--- src/safety_fault_cfg.svh ---
// Purpose: constants for the fault passivation and acknowledge block
// Assumes: 125 MHz module clock
// Notes:   times in ms, cycle counts derived from the clock rate
`ifndef SAFETY_FAULT_CFG_SVH
`define SAFETY_FAULT_CFG_SVH

// =====================================================================
// timing
`define CLK_KHZ         125000
`define ACK_MIN_MS      350
`define ACK_MAX_MS      650
`define ACK_MIN_CYC     (`ACK_MIN_MS * `CLK_KHZ)
`define ACK_MAX_CYC     (`ACK_MAX_MS * `CLK_KHZ)
`define FLASH_HALF_MS   250
`define FLASH_HALF_CYC  (`FLASH_HALF_MS * `CLK_KHZ)
`define TIMER_W         27

// =====================================================================
// ports, alarm sources
`define NUM_PORTS       8
`define NUM_SRC         10
`define SRC_MODULE      8
`define SRC_COMM        9
`define FO_ACK_BIT      0

// =====================================================================
// register map
`define ADDR_W          12
`define REG_CTRL        12'h000
`define REG_STATUS      12'h004
`define REG_ACKCNT      12'h008
`define CTRL_RESET      1'h1
`define RESP_OKAY       2'h0
`define RESP_SLVERR     2'h2

`endif

--- src/safety_fault_pkg.sv ---
// Purpose: types shared by the fault passivation block
// Assumes: nothing
// Notes:   functional input byte layout is the struct order, msb first
package safety_fault_pkg;

	typedef enum logic [2:0]
	{
		ST_RUN     = 3'b001,
		ST_PASSIVE = 3'b010,
		ST_ACKREQ  = 3'b100
	} mod_state_t;

	typedef enum logic [1:0]
	{
		LED_OFF   = 2'h0,
		LED_RED   = 2'h1,
		LED_GREEN = 2'h2
	} led_t;

	typedef struct packed
	{
		logic       ack_request;
		logic [3:0] reserved;
		logic       link_err;
		logic       port_err;
		logic       module_err;
	} func_in_t;

	typedef struct packed
	{
		logic       going;
		logic [3:0] source;
	} alarm_t;

endpackage

--- src/safety_fault_passivation_ack.sv ---
// Purpose: fault passivation and acknowledge handling of an eight-port safety I/O module
// Assumes: fault inputs and controller bytes come from logic on aclk
// Notes:   registers over AXI4-Lite; error numbers are not produced here
//
// Notes on behaviour
// [RL1] module error: passivate module, zero data
// [RL2] module error sets functional flag bit 0
// [RL3] module error: fault lamp, red flash, alarms
// [RL4] port error: passivate that port, zero data
// [RL5] any port error sets flag bit 1
// [RL6] feedback link error sets flag bit 2
// [RL7] per-port qualifier, cleared on fault
// [RL8] port error: fault lamp, red flash, alarms
// [RL9] communication error zeroes data while present
// [RL10] after communication error, await explicit reintegration
// [RL11] whole module passivates, manual reintegration only
// [RL12] reintegrate only after failure indication falls
// [RL13] faults gone: green flash, outgoing alarm
// [RL14] controller acknowledges; module is reintegrated
// [RL15] reintegrated: fault lamp off, steady green
// [RL16] port acknowledge pulse 500 ms +/-150
// [RL17] port acknowledge from output bit 0
// [RL18] pulse clears gone faults, others stay
// [RL19] port fault gone: request bit 7, green
// [RL20] acknowledged port reactivated, qualifier set
// [RL21] reactivated port: lamp off, steady green
// [RL22] time pulse, ignore outside 350..650 ms
// [RL23] flags clear once all faults reintegrated
`timescale 1ns/1ns
`include "safety_fault_cfg.svh"
module safety_fault_passivation_ack
	import safety_fault_pkg::*;
#(
	parameter logic [`TIMER_W-1:0] ACK_MIN_CYCLES = `TIMER_W'(`ACK_MIN_CYC),
	parameter logic [`TIMER_W-1:0] ACK_MAX_CYCLES = `TIMER_W'(`ACK_MAX_CYC),
	parameter logic [`TIMER_W-1:0] FLASH_CYCLES   = `TIMER_W'(`FLASH_HALF_CYC)
)
(
	input  wire logic                 aclk,
	input  wire logic                 aresetn,
	input  wire logic [`ADDR_W-1:0]   s_axi_awaddr,
	input  wire logic                 s_axi_awvalid,
	output logic                      s_axi_awready,
	input  wire logic [31:0]          s_axi_wdata,
	input  wire logic [3:0]           s_axi_wstrb,
	input  wire logic                 s_axi_wvalid,
	output logic                      s_axi_wready,
	output logic [1:0]                s_axi_bresp,
	output logic                      s_axi_bvalid,
	input  wire logic                 s_axi_bready,
	input  wire logic [`ADDR_W-1:0]   s_axi_araddr,
	input  wire logic                 s_axi_arvalid,
	output logic                      s_axi_arready,
	output logic [31:0]               s_axi_rdata,
	output logic [1:0]                s_axi_rresp,
	output logic                      s_axi_rvalid,
	input  wire logic                 s_axi_rready,
	input  wire logic                 module_fault,
	input  wire logic                 comm_fault,
	input  wire logic [7:0]           port_fault,
	input  wire logic [7:0]           link_fault,
	input  wire logic [7:0]           func_out_byte,
	input  wire logic                 global_ack_input,
	input  wire logic                 reintegration_acknowledge,
	input  wire logic [63:0]          in_data_raw,
	input  wire logic [63:0]          out_data_raw,
	output logic [63:0]               in_data,
	output logic [63:0]               out_data,
	output func_in_t                  func_in_byte,
	output logic [7:0]                qualifier,
	output logic                      device_fault,
	output logic                      ack_request,
	output logic                      system_fault_indicator,
	output led_t                      module_error_indicator,
	output led_t [7:0]                port_indicator,
	output logic                      alarm_valid,
	output alarm_t                    alarm
);

	mod_state_t                state_reg;
	mod_state_t                state_next;
	logic                      mod_any;
	logic                      mod_ack;
	logic [7:0]                fault_now;
	logic [7:0]                passive_reg;
	logic [7:0]                gone;
	logic                      port_ack;
	logic                      phase;
	logic                      module_err_reg;
	logic                      link_err_reg;
	logic [`NUM_SRC-1:0]       src_reg;
	logic [`NUM_SRC-1:0]       src_now;
	logic [`NUM_SRC-1:0]       coming_reg;
	logic [`NUM_SRC-1:0]       going_reg;
	logic [`NUM_SRC-1:0]       coming_ev;
	logic [`NUM_SRC-1:0]       going_ev;
	logic [`NUM_SRC-1:0]       coming_clr;
	logic [`NUM_SRC-1:0]       going_clr;
	logic                      ctrl_alarm_en_reg;
	logic [31:0]               ack_count_reg;
	logic                      aw_full_reg;
	logic                      w_full_reg;
	logic                      aw_full_next;
	logic                      w_full_next;
	logic [`ADDR_W-1:0]        awaddr_reg;
	logic [31:0]               wdata_reg;
	logic [3:0]                wstrb_reg;
	logic                      wr_fire;

	function automatic logic [3:0] lowest_set(input logic [`NUM_SRC-1:0] v);
		logic [3:0] idx;
		idx = 4'h0;
		for (int i = `NUM_SRC - 1; i >= 0; i--)
			if (v[i])
				idx = 4'(i);
		return idx;
	endfunction

	function automatic led_t flash(input logic on, input led_t color);
		return on ? color : LED_OFF;
	endfunction

	// =====================================================================
	// helpers
	// [RL22] pulse timing
	ack_pulse_timer
	#(
		.MIN_CYCLES (ACK_MIN_CYCLES),
		.MAX_CYCLES (ACK_MAX_CYCLES)
	)
	u_ack_timer
	(
		.aclk     (aclk),
		.aresetn  (aresetn),
		// [RL17] acknowledge bit
		.pulse_in (func_out_byte[`FO_ACK_BIT]),
		.ack_ok   (port_ack)
	);

	flash_phase
	#(
		.HALF_CYCLES (FLASH_CYCLES)
	)
	u_flash
	(
		.aclk    (aclk),
		.aresetn (aresetn),
		.phase   (phase)
	);

	// =====================================================================
	// module state
	assign mod_any   = module_fault | comm_fault;
	assign mod_ack   = global_ack_input | reintegration_acknowledge;
	assign fault_now = port_fault | link_fault;
	assign gone      = passive_reg & ~fault_now;

	always_comb
	begin
		state_next = state_reg;
		unique case (state_reg)
			ST_RUN:
				// [RL1] passivate module
				if (mod_any)
					state_next = ST_PASSIVE;
			ST_PASSIVE:
				// [RL12] failure indication fell
				if (!mod_any)
					state_next = ST_ACKREQ;
			ST_ACKREQ:
				if (mod_any)
					state_next = ST_PASSIVE;
				// [RL14] controller acknowledge
				// [RL11] manual reintegration only
				else if (mod_ack)
					state_next = ST_RUN;
			default:
				state_next = ST_PASSIVE;
		endcase
	end

	// [RL10] hold until reintegrated
	always_ff @(posedge aclk)
	begin
		if (!aresetn)
			state_reg <= ST_RUN;
		else
			state_reg <= state_next;
	end

	// [RL2] module flag
	// [RL23] clear on reintegration
	always_ff @(posedge aclk)
	begin
		if (!aresetn)
			module_err_reg <= 1'b0;
		else if (module_fault)
			module_err_reg <= 1'b1;
		else if (state_reg == ST_ACKREQ && mod_ack)
			module_err_reg <= 1'b0;
	end

	// =====================================================================
	// port passivation
	// [RL4] passivate faulty port
	// [RL18] clear only gone faults
	// [RL20] reactivate acknowledged ports
	always_ff @(posedge aclk)
	begin
		if (!aresetn)
			passive_reg <= 8'h00;
		else
			passive_reg <= fault_now | (passive_reg & ~(port_ack ? gone : 8'h00));
	end

	// [RL6] link flag
	// [RL23] clear after acknowledge
	always_ff @(posedge aclk)
	begin
		if (!aresetn)
			link_err_reg <= 1'b0;
		else if (|link_fault)
			link_err_reg <= 1'b1;
		else if (port_ack && !(|(passive_reg & ~gone)))
			link_err_reg <= 1'b0;
	end

	// =====================================================================
	// process data gating
	// [RL1] [RL4] [RL9] zero data
	always_ff @(posedge aclk)
	begin
		if (!aresetn)
		begin
			in_data  <= 64'h0;
			out_data <= 64'h0;
		end
		else
		begin
			for (int i = 0; i < `NUM_PORTS; i++)
			begin
				if (state_next != ST_RUN || passive_reg[i] || fault_now[i])
				begin
					in_data[8*i +: 8]  <= 8'h00;
					out_data[8*i +: 8] <= 8'h00;
				end
				else
				begin
					in_data[8*i +: 8]  <= in_data_raw[8*i +: 8];
					out_data[8*i +: 8] <= out_data_raw[8*i +: 8];
				end
			end
		end
	end

	// =====================================================================
	// status to controller
	always_ff @(posedge aclk)
	begin
		if (!aresetn)
		begin
			func_in_byte <= '0;
			qualifier    <= 8'hFF;
			device_fault <= 1'b0;
			ack_request  <= 1'b0;
		end
		else
		begin
			func_in_byte.module_err  <= module_err_reg;
			// [RL5] port flag
			func_in_byte.port_err    <= |passive_reg;
			func_in_byte.link_err    <= link_err_reg;
			func_in_byte.reserved    <= 4'h0;
			// [RL19] acknowledge request
			func_in_byte.ack_request <= |gone;
			// [RL7] qualifier bits
			qualifier                <= ~passive_reg;
			device_fault             <= mod_any;
			ack_request              <= state_reg == ST_ACKREQ;
		end
	end

	// =====================================================================
	// indicators
	// [RL3] [RL8] fault lamp
	// [RL15] [RL21] off when reintegrated
	always_ff @(posedge aclk)
	begin
		if (!aresetn)
			system_fault_indicator <= 1'b0;
		else
			system_fault_indicator <= state_reg != ST_RUN || (|passive_reg);
	end

	// [RL13] green flash request
	always_ff @(posedge aclk)
	begin
		if (!aresetn)
			module_error_indicator <= LED_OFF;
		else if (state_reg == ST_PASSIVE)
			module_error_indicator <= flash(phase, LED_RED);
		else if (state_reg == ST_ACKREQ)
			module_error_indicator <= flash(phase, LED_GREEN);
		else
			module_error_indicator <= LED_GREEN;
	end

	// [RL8] red flash, [RL19] green flash
	always_ff @(posedge aclk)
	begin
		if (!aresetn)
			port_indicator <= {`NUM_PORTS{LED_OFF}};
		else
			for (int i = 0; i < `NUM_PORTS; i++)
				if (fault_now[i])
					port_indicator[i] <= flash(phase, LED_RED);
				else if (passive_reg[i])
					port_indicator[i] <= flash(phase, LED_GREEN);
				else
					port_indicator[i] <= LED_GREEN;
	end

	// =====================================================================
	// diagnostic alarms
	assign src_now = {comm_fault, module_fault, fault_now};

	always_comb
	begin
		coming_ev = src_now & ~src_reg;
		going_ev  = {`NUM_SRC{1'b0}};
		going_ev[`NUM_PORTS-1:0] = ~fault_now & src_reg[`NUM_PORTS-1:0];
		// [RL13] module fault outgoing
		going_ev[`SRC_MODULE] = state_reg == ST_PASSIVE && !mod_any;
		coming_clr = {`NUM_SRC{1'b0}};
		going_clr  = {`NUM_SRC{1'b0}};
		if (|coming_reg)
			coming_clr = `NUM_SRC'(1) << lowest_set(coming_reg);
		else if (|going_reg)
			going_clr = `NUM_SRC'(1) << lowest_set(going_reg);
	end

	always_ff @(posedge aclk)
	begin
		if (!aresetn)
			src_reg <= {`NUM_SRC{1'b0}};
		else
			src_reg <= src_now;
	end

	// [RL3] [RL8] alarm queue, new event beats clear
	always_ff @(posedge aclk)
	begin
		if (!aresetn || !ctrl_alarm_en_reg)
		begin
			coming_reg <= {`NUM_SRC{1'b0}};
			going_reg  <= {`NUM_SRC{1'b0}};
		end
		else
		begin
			coming_reg <= (coming_reg & ~coming_clr) | coming_ev;
			going_reg  <= (going_reg & ~going_clr) | going_ev;
		end
	end

	always_ff @(posedge aclk)
	begin
		if (!aresetn)
		begin
			alarm_valid <= 1'b0;
			alarm       <= '0;
		end
		else
		begin
			alarm_valid <= ctrl_alarm_en_reg && (|coming_reg || |going_reg);
			alarm.going <= !(|coming_reg);
			alarm.source <= |coming_reg ? lowest_set(coming_reg) : lowest_set(going_reg);
		end
	end

	always_ff @(posedge aclk)
	begin
		if (!aresetn)
			ack_count_reg <= 32'h0;
		else if (port_ack || (state_reg == ST_ACKREQ && state_next == ST_RUN))
			ack_count_reg <= ack_count_reg + 32'h1;
	end

	// =====================================================================
	// AXI4-Lite slave
	assign wr_fire      = aw_full_reg && w_full_reg && !s_axi_bvalid;
	assign aw_full_next = (aw_full_reg || (s_axi_awvalid && s_axi_awready))
		&& !(s_axi_bvalid && s_axi_bready);
	assign w_full_next  = (w_full_reg || (s_axi_wvalid && s_axi_wready))
		&& !(s_axi_bvalid && s_axi_bready);

	always_ff @(posedge aclk)
	begin
		if (!aresetn)
		begin
			aw_full_reg   <= 1'b0;
			w_full_reg    <= 1'b0;
			s_axi_awready <= 1'b0;
			s_axi_wready  <= 1'b0;
		end
		else
		begin
			aw_full_reg   <= aw_full_next;
			w_full_reg    <= w_full_next;
			s_axi_awready <= !aw_full_next;
			s_axi_wready  <= !w_full_next;
		end
	end

	always_ff @(posedge aclk)
	begin
		if (!aresetn)
		begin
			awaddr_reg <= '0;
			wdata_reg  <= 32'h0;
			wstrb_reg  <= 4'h0;
		end
		else
		begin
			if (s_axi_awvalid && s_axi_awready)
				awaddr_reg <= s_axi_awaddr;
			if (s_axi_wvalid && s_axi_wready)
			begin
				wdata_reg <= s_axi_wdata;
				wstrb_reg <= s_axi_wstrb;
			end
		end
	end

	always_ff @(posedge aclk)
	begin
		if (!aresetn)
		begin
			s_axi_bvalid      <= 1'b0;
			s_axi_bresp       <= `RESP_OKAY;
			ctrl_alarm_en_reg <= `CTRL_RESET;
		end
		else if (wr_fire)
		begin
			s_axi_bvalid <= 1'b1;
			if (awaddr_reg == `REG_CTRL)
			begin
				s_axi_bresp <= `RESP_OKAY;
				if (wstrb_reg[0])
					ctrl_alarm_en_reg <= wdata_reg[0];
			end
			else if (awaddr_reg == `REG_STATUS || awaddr_reg == `REG_ACKCNT)
				s_axi_bresp <= `RESP_OKAY;
			else
				s_axi_bresp <= `RESP_SLVERR;
		end
		else if (s_axi_bready)
			s_axi_bvalid <= 1'b0;
	end

	always_ff @(posedge aclk)
	begin
		if (!aresetn)
		begin
			s_axi_arready <= 1'b0;
			s_axi_rvalid  <= 1'b0;
			s_axi_rdata   <= 32'h0;
			s_axi_rresp   <= `RESP_OKAY;
		end
		else if (s_axi_arvalid && s_axi_arready)
		begin
			s_axi_arready <= 1'b0;
			s_axi_rvalid  <= 1'b1;
			s_axi_rresp   <= `RESP_OKAY;
			unique case (s_axi_araddr)
				`REG_CTRL:   s_axi_rdata <= {31'h0, ctrl_alarm_en_reg};
				`REG_STATUS: s_axi_rdata <= {13'h0, state_reg, func_in_byte, qualifier};
				`REG_ACKCNT: s_axi_rdata <= ack_count_reg;
				default:
				begin
					s_axi_rdata <= 32'h0;
					s_axi_rresp <= `RESP_SLVERR;
				end
			endcase
		end
		else if (s_axi_rvalid && s_axi_rready)
		begin
			s_axi_rvalid  <= 1'b0;
			s_axi_arready <= 1'b1;
		end
		else if (!s_axi_rvalid)
			s_axi_arready <= 1'b1;
	end

endmodule

--- src/ack_pulse_timer.sv ---
// Purpose: measures the width of the port acknowledge pulse
// Assumes: pulse_in is on the module clock
// Notes:   ack_ok pulses one cycle after the falling edge of a pulse in window
`timescale 1ns/1ns
`include "safety_fault_cfg.svh"
module ack_pulse_timer
#(
	parameter logic [`TIMER_W-1:0] MIN_CYCLES = `TIMER_W'(`ACK_MIN_CYC),
	parameter logic [`TIMER_W-1:0] MAX_CYCLES = `TIMER_W'(`ACK_MAX_CYC)
)
(
	input  wire logic aclk,
	input  wire logic aresetn,
	input  wire logic pulse_in,
	output logic      ack_ok
);

	logic [`TIMER_W-1:0] width_reg;
	logic                last_reg;

	// =====================================================================
	// width counter, saturating
	always_ff @(posedge aclk)
	begin
		if (!aresetn)
			width_reg <= '0;
		else if (!pulse_in)
			width_reg <= '0;
		else if (width_reg != {`TIMER_W{1'b1}})
			width_reg <= width_reg + `TIMER_W'(1);
	end

	always_ff @(posedge aclk)
	begin
		if (!aresetn)
			last_reg <= 1'b0;
		else
			last_reg <= pulse_in;
	end

	// =====================================================================
	// [RL16] window check on fall
	// [RL22] reject short, long
	always_ff @(posedge aclk)
	begin
		if (!aresetn)
			ack_ok <= 1'b0;
		else
			ack_ok <= last_reg && !pulse_in
				&& width_reg >= MIN_CYCLES && width_reg <= MAX_CYCLES;
	end

endmodule

--- src/flash_phase.sv ---
// Purpose: square wave that paces the flashing indicators
// Assumes: runs from reset
// Notes:   phase toggles every HALF_CYCLES clocks
`timescale 1ns/1ns
`include "safety_fault_cfg.svh"
module flash_phase
#(
	parameter logic [`TIMER_W-1:0] HALF_CYCLES = `TIMER_W'(`FLASH_HALF_CYC)
)
(
	input  wire logic aclk,
	input  wire logic aresetn,
	output logic      phase
);

	logic [`TIMER_W-1:0] count_reg;

	always_ff @(posedge aclk)
	begin
		if (!aresetn)
			count_reg <= '0;
		else if (count_reg >= HALF_CYCLES - `TIMER_W'(1))
			count_reg <= '0;
		else
			count_reg <= count_reg + `TIMER_W'(1);
	end

	always_ff @(posedge aclk)
	begin
		if (!aresetn)
			phase <= 1'b0;
		else if (count_reg >= HALF_CYCLES - `TIMER_W'(1))
			phase <= ~phase;
	end

endmodule

--- config.mk ---
export PLATFORM = sky130hd
export DESIGN_NAME = safety_fault_passivation_ack
export DESIGN_NICKNAME = d
export VERILOG_FILES = /design/src/safety_fault_pkg.sv /design/src/safety_fault_passivation_ack.sv /design/src/ack_pulse_timer.sv /design/src/flash_phase.sv
export VERILOG_INCLUDE_DIRS = /design/src
export SDC_FILE = /design/constraint.sdc
export NUM_CORES = 1
export LEC_CHECK = 0
export ABC_CLOCK_PERIOD_IN_PS = 2500
export BUFFER_PORTS_ARGS = -buffer_cell sky130_fd_sc_hd__buf_2
export CAP_MARGIN = 25
export CORE_AREA = 2 2 168 170
export DETAILED_ROUTE_END_ITERATION = 8
export DIE_AREA = 0 0 170 172
export GPL_ROUTABILITY_DRIVEN = 0
export PLACE_DENSITY = 0.73
export SLEW_MARGIN = 15
export SYNTH_ARGS = -nofsm -noshare
export SYNTH_HDL_FRONTEND = slang
export SYNTH_HIERARCHICAL = 1
export SYNTH_SLANG_ARGS = --single-unit
--- constraint.sdc ---
create_clock -name aclk -period 2.5 [get_ports aclk]
set_input_delay 0.125 -clock aclk [delete_from_list [all_inputs] [get_ports aclk]]
set_output_delay 0.125 -clock aclk [all_outputs]
set_load 0.01 [all_outputs]
==> impl_metrics.env <==
export IMPL_critPathArrivalTime_ps=2680
export IMPL_tightest_slew_ps=730
export IMPL_synth_cell_types=75
export IMPL_max_stage_delay_ps=590
export IMPL_switching_share_pct=21.9
export IMPL_final_nets=2143
export IMPL_die_area_sq_mm=0.0292
export IMPL_synthArstFlopShare_pct=0
export IMPL_yosysSeqAreaShare_pct=55.6
export IMPL_p_seq_share_pct=47.3
export IMPL_dp_hpwl_um=26300
export IMPL_synth_edf_count=0
export IMPL_antenna_found_initial=7
export IMPL_fin_crit_ps=2220
export IMPL_clkPwrFrac_pct=45.9
export IMPL_drt_first_pass_iters=5
export IMPL_drv_slew=0
export IMPL_fmax_ghz=0.449
export IMPL_netlist_instances=1335
export IMPL_synth_adder_area_share_pct=0.391
export IMPL_setup_violations=0
export IMPL_synthFlopType="dfxtp_1"
export IMPL_critPathCaptureType="flip-flop"
export IMPL_holdPathEnd="s_axi_rresp[1]$_SDFFE_PN0P_"
export IMPL_core_area_sq_mm=0.0275
export IMPL_power_density_mw_per_mm2=680
export IMPL_viasPerCell=5.27
export IMPL_leakagePower_uw=0.00784
export IMPL_critical_path_class="flip-flop to flip-flop"
export IMPL_crit_slowest_cell="or4_4"
export IMPL_reg2reg_slack_ps=280
export IMPL_synth_area_sq_mm=0.0128
export IMPL_slew_headroom_pct=51.1
export IMPL_ff2ff_path_depth=5
export IMPL_synthMuxAreaShare_pct=0.235
export IMPL_synth_top_family_by_area="simple AND/OR/NAND/NOR gates"
export IMPL_routed_wl_um=40100
export IMPL_fill_cells=2095
export IMPL_cts_tree="built"
export IMPL_cts_root_buf="clkbuf_16"
export IMPL_hp_class="input port to flip-flop"
export IMPL_yosysWarnings=6
export IMPL_synth_xor_area_share_pct=3.22
export IMPL_grt_pass1_wl_um=60600
export IMPL_power_switching_uw=2720
export IMPL_path_cells="nand4_2 > or2_1 > or4_4 > or4_1 > a21oi_1"
export IMPL_post_drt_wl_per_cell_um=17.5
export IMPL_grt_max_degree=58
export IMPL_hold_start="s_axi_araddr[3]"
export IMPL_critPathRequiredTime_ps=2950
export IMPL_insertion_delay_ps=520
export IMPL_rsz0062_at_grt="false"
export IMPL_syn_to_final_growth_pct=42.4
export IMPL_synth_top_cell_area_share_pct=55.6
export IMPL_clock_path_buffers=3
export IMPL_fp_dieW_um=170
export IMPL_top_regs="in_data: 64 flops, out_data: 64 flops"
export IMPL_globalRouteOverflowTotal=0
export IMPL_cts_max_level=2
export IMPL_grt_usage_pct=25.9
export IMPL_postCtsSetupBuffers=0
export IMPL_drt_iter0_markers=829
export IMPL_synth_seq_cells=355
export IMPL_hold_ws_ps=26.4
export IMPL_fin_tns_setup_ps=0
export IMPL_die_height_um=172
export IMPL_vias=12100
export IMPL_drive_above_1_share_pct=26.6
export IMPL_drc=0
export IMPL_initial_core_util_pct=46.6
export IMPL_worstSetupStartpointType="flip-flop"
export IMPL_cts_sinks=355
export IMPL_cts_buffers=38
export IMPL_regToRegStartpoint="ack_count_reg[3]$_SDFFE_PN0P_"
export IMPL_ir_drop_mv=0.483
export IMPL_status="finished, final reports clean"
export IMPL_io_pins=435
export IMPL_synthTopCellsByArea="dfxtp_1, and2_1, nor2_1"
export IMPL_hold_viol=0
export IMPL_r2r_end="ack_count_reg[27]$_SDFFE_PN0P_"
export IMPL_cp_max_fo=9
export IMPL_min_path_cells=3
export IMPL_finClkSkew_ps=20.2
export IMPL_fin_crit_sh_pct=89.0
export IMPL_grt_pass1_vias=12000
export IMPL_maxCapViolCount=0
export IMPL_pwr_share_comb_pct=6.8
export IMPL_postRouteAntennaNets=0
export IMPL_synth_simple_gate_area_share_pct=25.2
export IMPL_synth_largest_area_cell="dfxtp_1"
export IMPL_clk_pin_slew_ps=60
export IMPL_port_buffers=387
export IMPL_p_int_uw=9670
export IMPL_num_rows=61
export IMPL_synth_compound_area_share_pct=12.4
export IMPL_synth_area_per_cell_sq_um=9.58
==> how the worst max path moves through the flow <==
stage	from	endpoint	slack, ps	cells past startpoint
finish	ack_count_reg[3]$_SDFFE_PN0P_	ack_count_reg[27]$_SDFFE_PN0P_	280	5
global route	ack_count_reg[3]$_SDFFE_PN0P_	ack_count_reg[27]$_SDFFE_PN0P_	130	5
CTS	ack_count_reg[3]$_SDFFE_PN0P_	ack_count_reg[27]$_SDFFE_PN0P_	180	5
detailed placement	ack_count_reg[0]$_SDFFE_PN0P_	ack_count_reg[26]$_SDFFE_PN0P_	210	6
global placement	ack_count_reg[3]$_SDFFE_PN0P_	ack_count_reg[23]$_SDFFE_PN0P_	240	5
floorplan	ack_count_reg[2]$_SDFFE_PN0P_	ack_count_reg[27]$_SDFFE_PN0P_	290	7
==> per-layer routing <==
| metal | GRT usage (%) | share of wire, % | vias up |
|---|---|---|---|
| li1 | - | - | 5805 |
| met1 | 31.1 | 41 | 5685 |
| met2 | 44.9 | 49 | 479 |
| met3 | 6.71 | 7.4 | 110 |
| met4 | 9.77 | 3.2 | 8 |
| met5 | 0 | 0.12 | - |
==> repair_timing <==
| item | 4_1_cts | 5_1_grt |
|---|---|---|
| hold buffers | 176 | 0 |
| hold endpoints to repair | 178 | 0 |
| resized for setup | 0 | 2 |
| endpoints found under the setup margin | 0 | 2 |
==> kinds of logic after synthesis <==
logic type / Yosys count
xor+xnor: 47
simple gates: 594
flops: 355
compound gates: 253
mux: 3
other cells: 2
fa+ha+maj: 4
buf+inv: 77
==> placed cells by master, fill, tap and decap left out, types with 10 or more instances in the layout <==
cell type / n
and3_1: 11
a22o_1: 17
a21oi_1: 82
buf_2: 387
xor2_1: 17
or2_2: 10
nor4_1: 18
buf_4: 28
nor3_1: 25
nand2b_1: 22
xnor2_1: 30
clkbuf_1: 12
a31oi_1: 10
o21ai_0: 58
or3_1: 16
nor2_1: 127
dlygate4sd3_1: 176
nand3_1: 40
inv_1: 19
nand2_1: 98
and2_1: 140
a22oi_1: 22
clkbuf_16: 41
dfxtp_1: 355
nand4_1: 24
and4_1: 11
==> stage by stage <==
stage / setup WS, ps / cell area (sq um) / utilization [%] / total power, uW / std cells
floorplan: 295 / 12800 / - / 6250 / 1341
CTS: 180 / 18200 / 66.2 / 12400 / 2290
global route: 130 / 18200 / 66.3 / 12800 / 2291
finish: 275 / 18200 / 66.3 / 12400 / 2293
detailed placement: 214 / 15200 / 55.2 / 6570 / 2046
global placement: 242 / 15200 / 55.2 / 6560 / 2046
==> synthesized netlist by cell type, drive strengths merged (2+ instances only) <==
| cell | number |
|---|---|
| a22oi | 22 |
| inv | 20 |
| a21oi | 87 |
| o21bai | 3 |
| o31ai | 9 |
| nor4 | 29 |
| nand2 | 98 |
| mux2i | 3 |
| o21a | 4 |
| nor4b | 5 |
| ha | 4 |
| nand4 | 25 |
| nand3b | 4 |
| xnor2 | 30 |
| nand2b | 22 |
| nand3 | 42 |
| a2111oi | 10 |
| nor2 | 128 |
| a31o | 5 |
| or2 | 12 |
| nand4b | 4 |
| and4 | 12 |
| nor3 | 26 |
| dfxtp | 355 |
| or4 | 7 |
| conb | 2 |
| o211ai | 2 |
| a311oi | 2 |
| and3 | 11 |
| o2111ai | 4 |
| clkbuf | 41 |
| a22o | 17 |
| or3 | 18 |
| o21ai | 66 |
| o41ai | 2 |
| buf | 15 |
| and2 | 141 |
| a31oi | 10 |
| xor2 | 17 |
| nor2b | 4 |
==> cell type report <==
type / instances / area [sq um] / share of cell area [%]
Multi-Input combinational cell: 909 / 5390 / 29.6
Timing Repair Buffer: 592 / 3930 / 21.6
Clock inverter: 6 / 80.1 / 0.440
Inverter: 20 / 75.1 / 0.412
Antenna cell: 3 / 7.51 / 0.0412
Sequential cell: 355 / 7110 / 39.0
Tap cell: 346 / 433 / 2.38
Clock buffer: 62 / 1190 / 6.56
==> power by group through the flow <==
| stage | logic, uW | clock network, uW | registers, uW |
|---|---|---|---|
| floorplan | 273 | 0 | 5980 |
| global placement | 581 | 0 | 5980 |
| detailed placement | 592 | 0 | 5980 |
| CTS | 812 | 5750 | 5860 |
| global route | 907 | 5980 | 5870 |
| finish | 837 | 5690 | 5860 |
==> critical path: cells and delay by family (launching register included) <==
family          cells  cell delay (ps)
compound gates      1              170
flops               1              430
simple gates        4             1580
No activity file was read; power rests on OpenSTA's default activity.
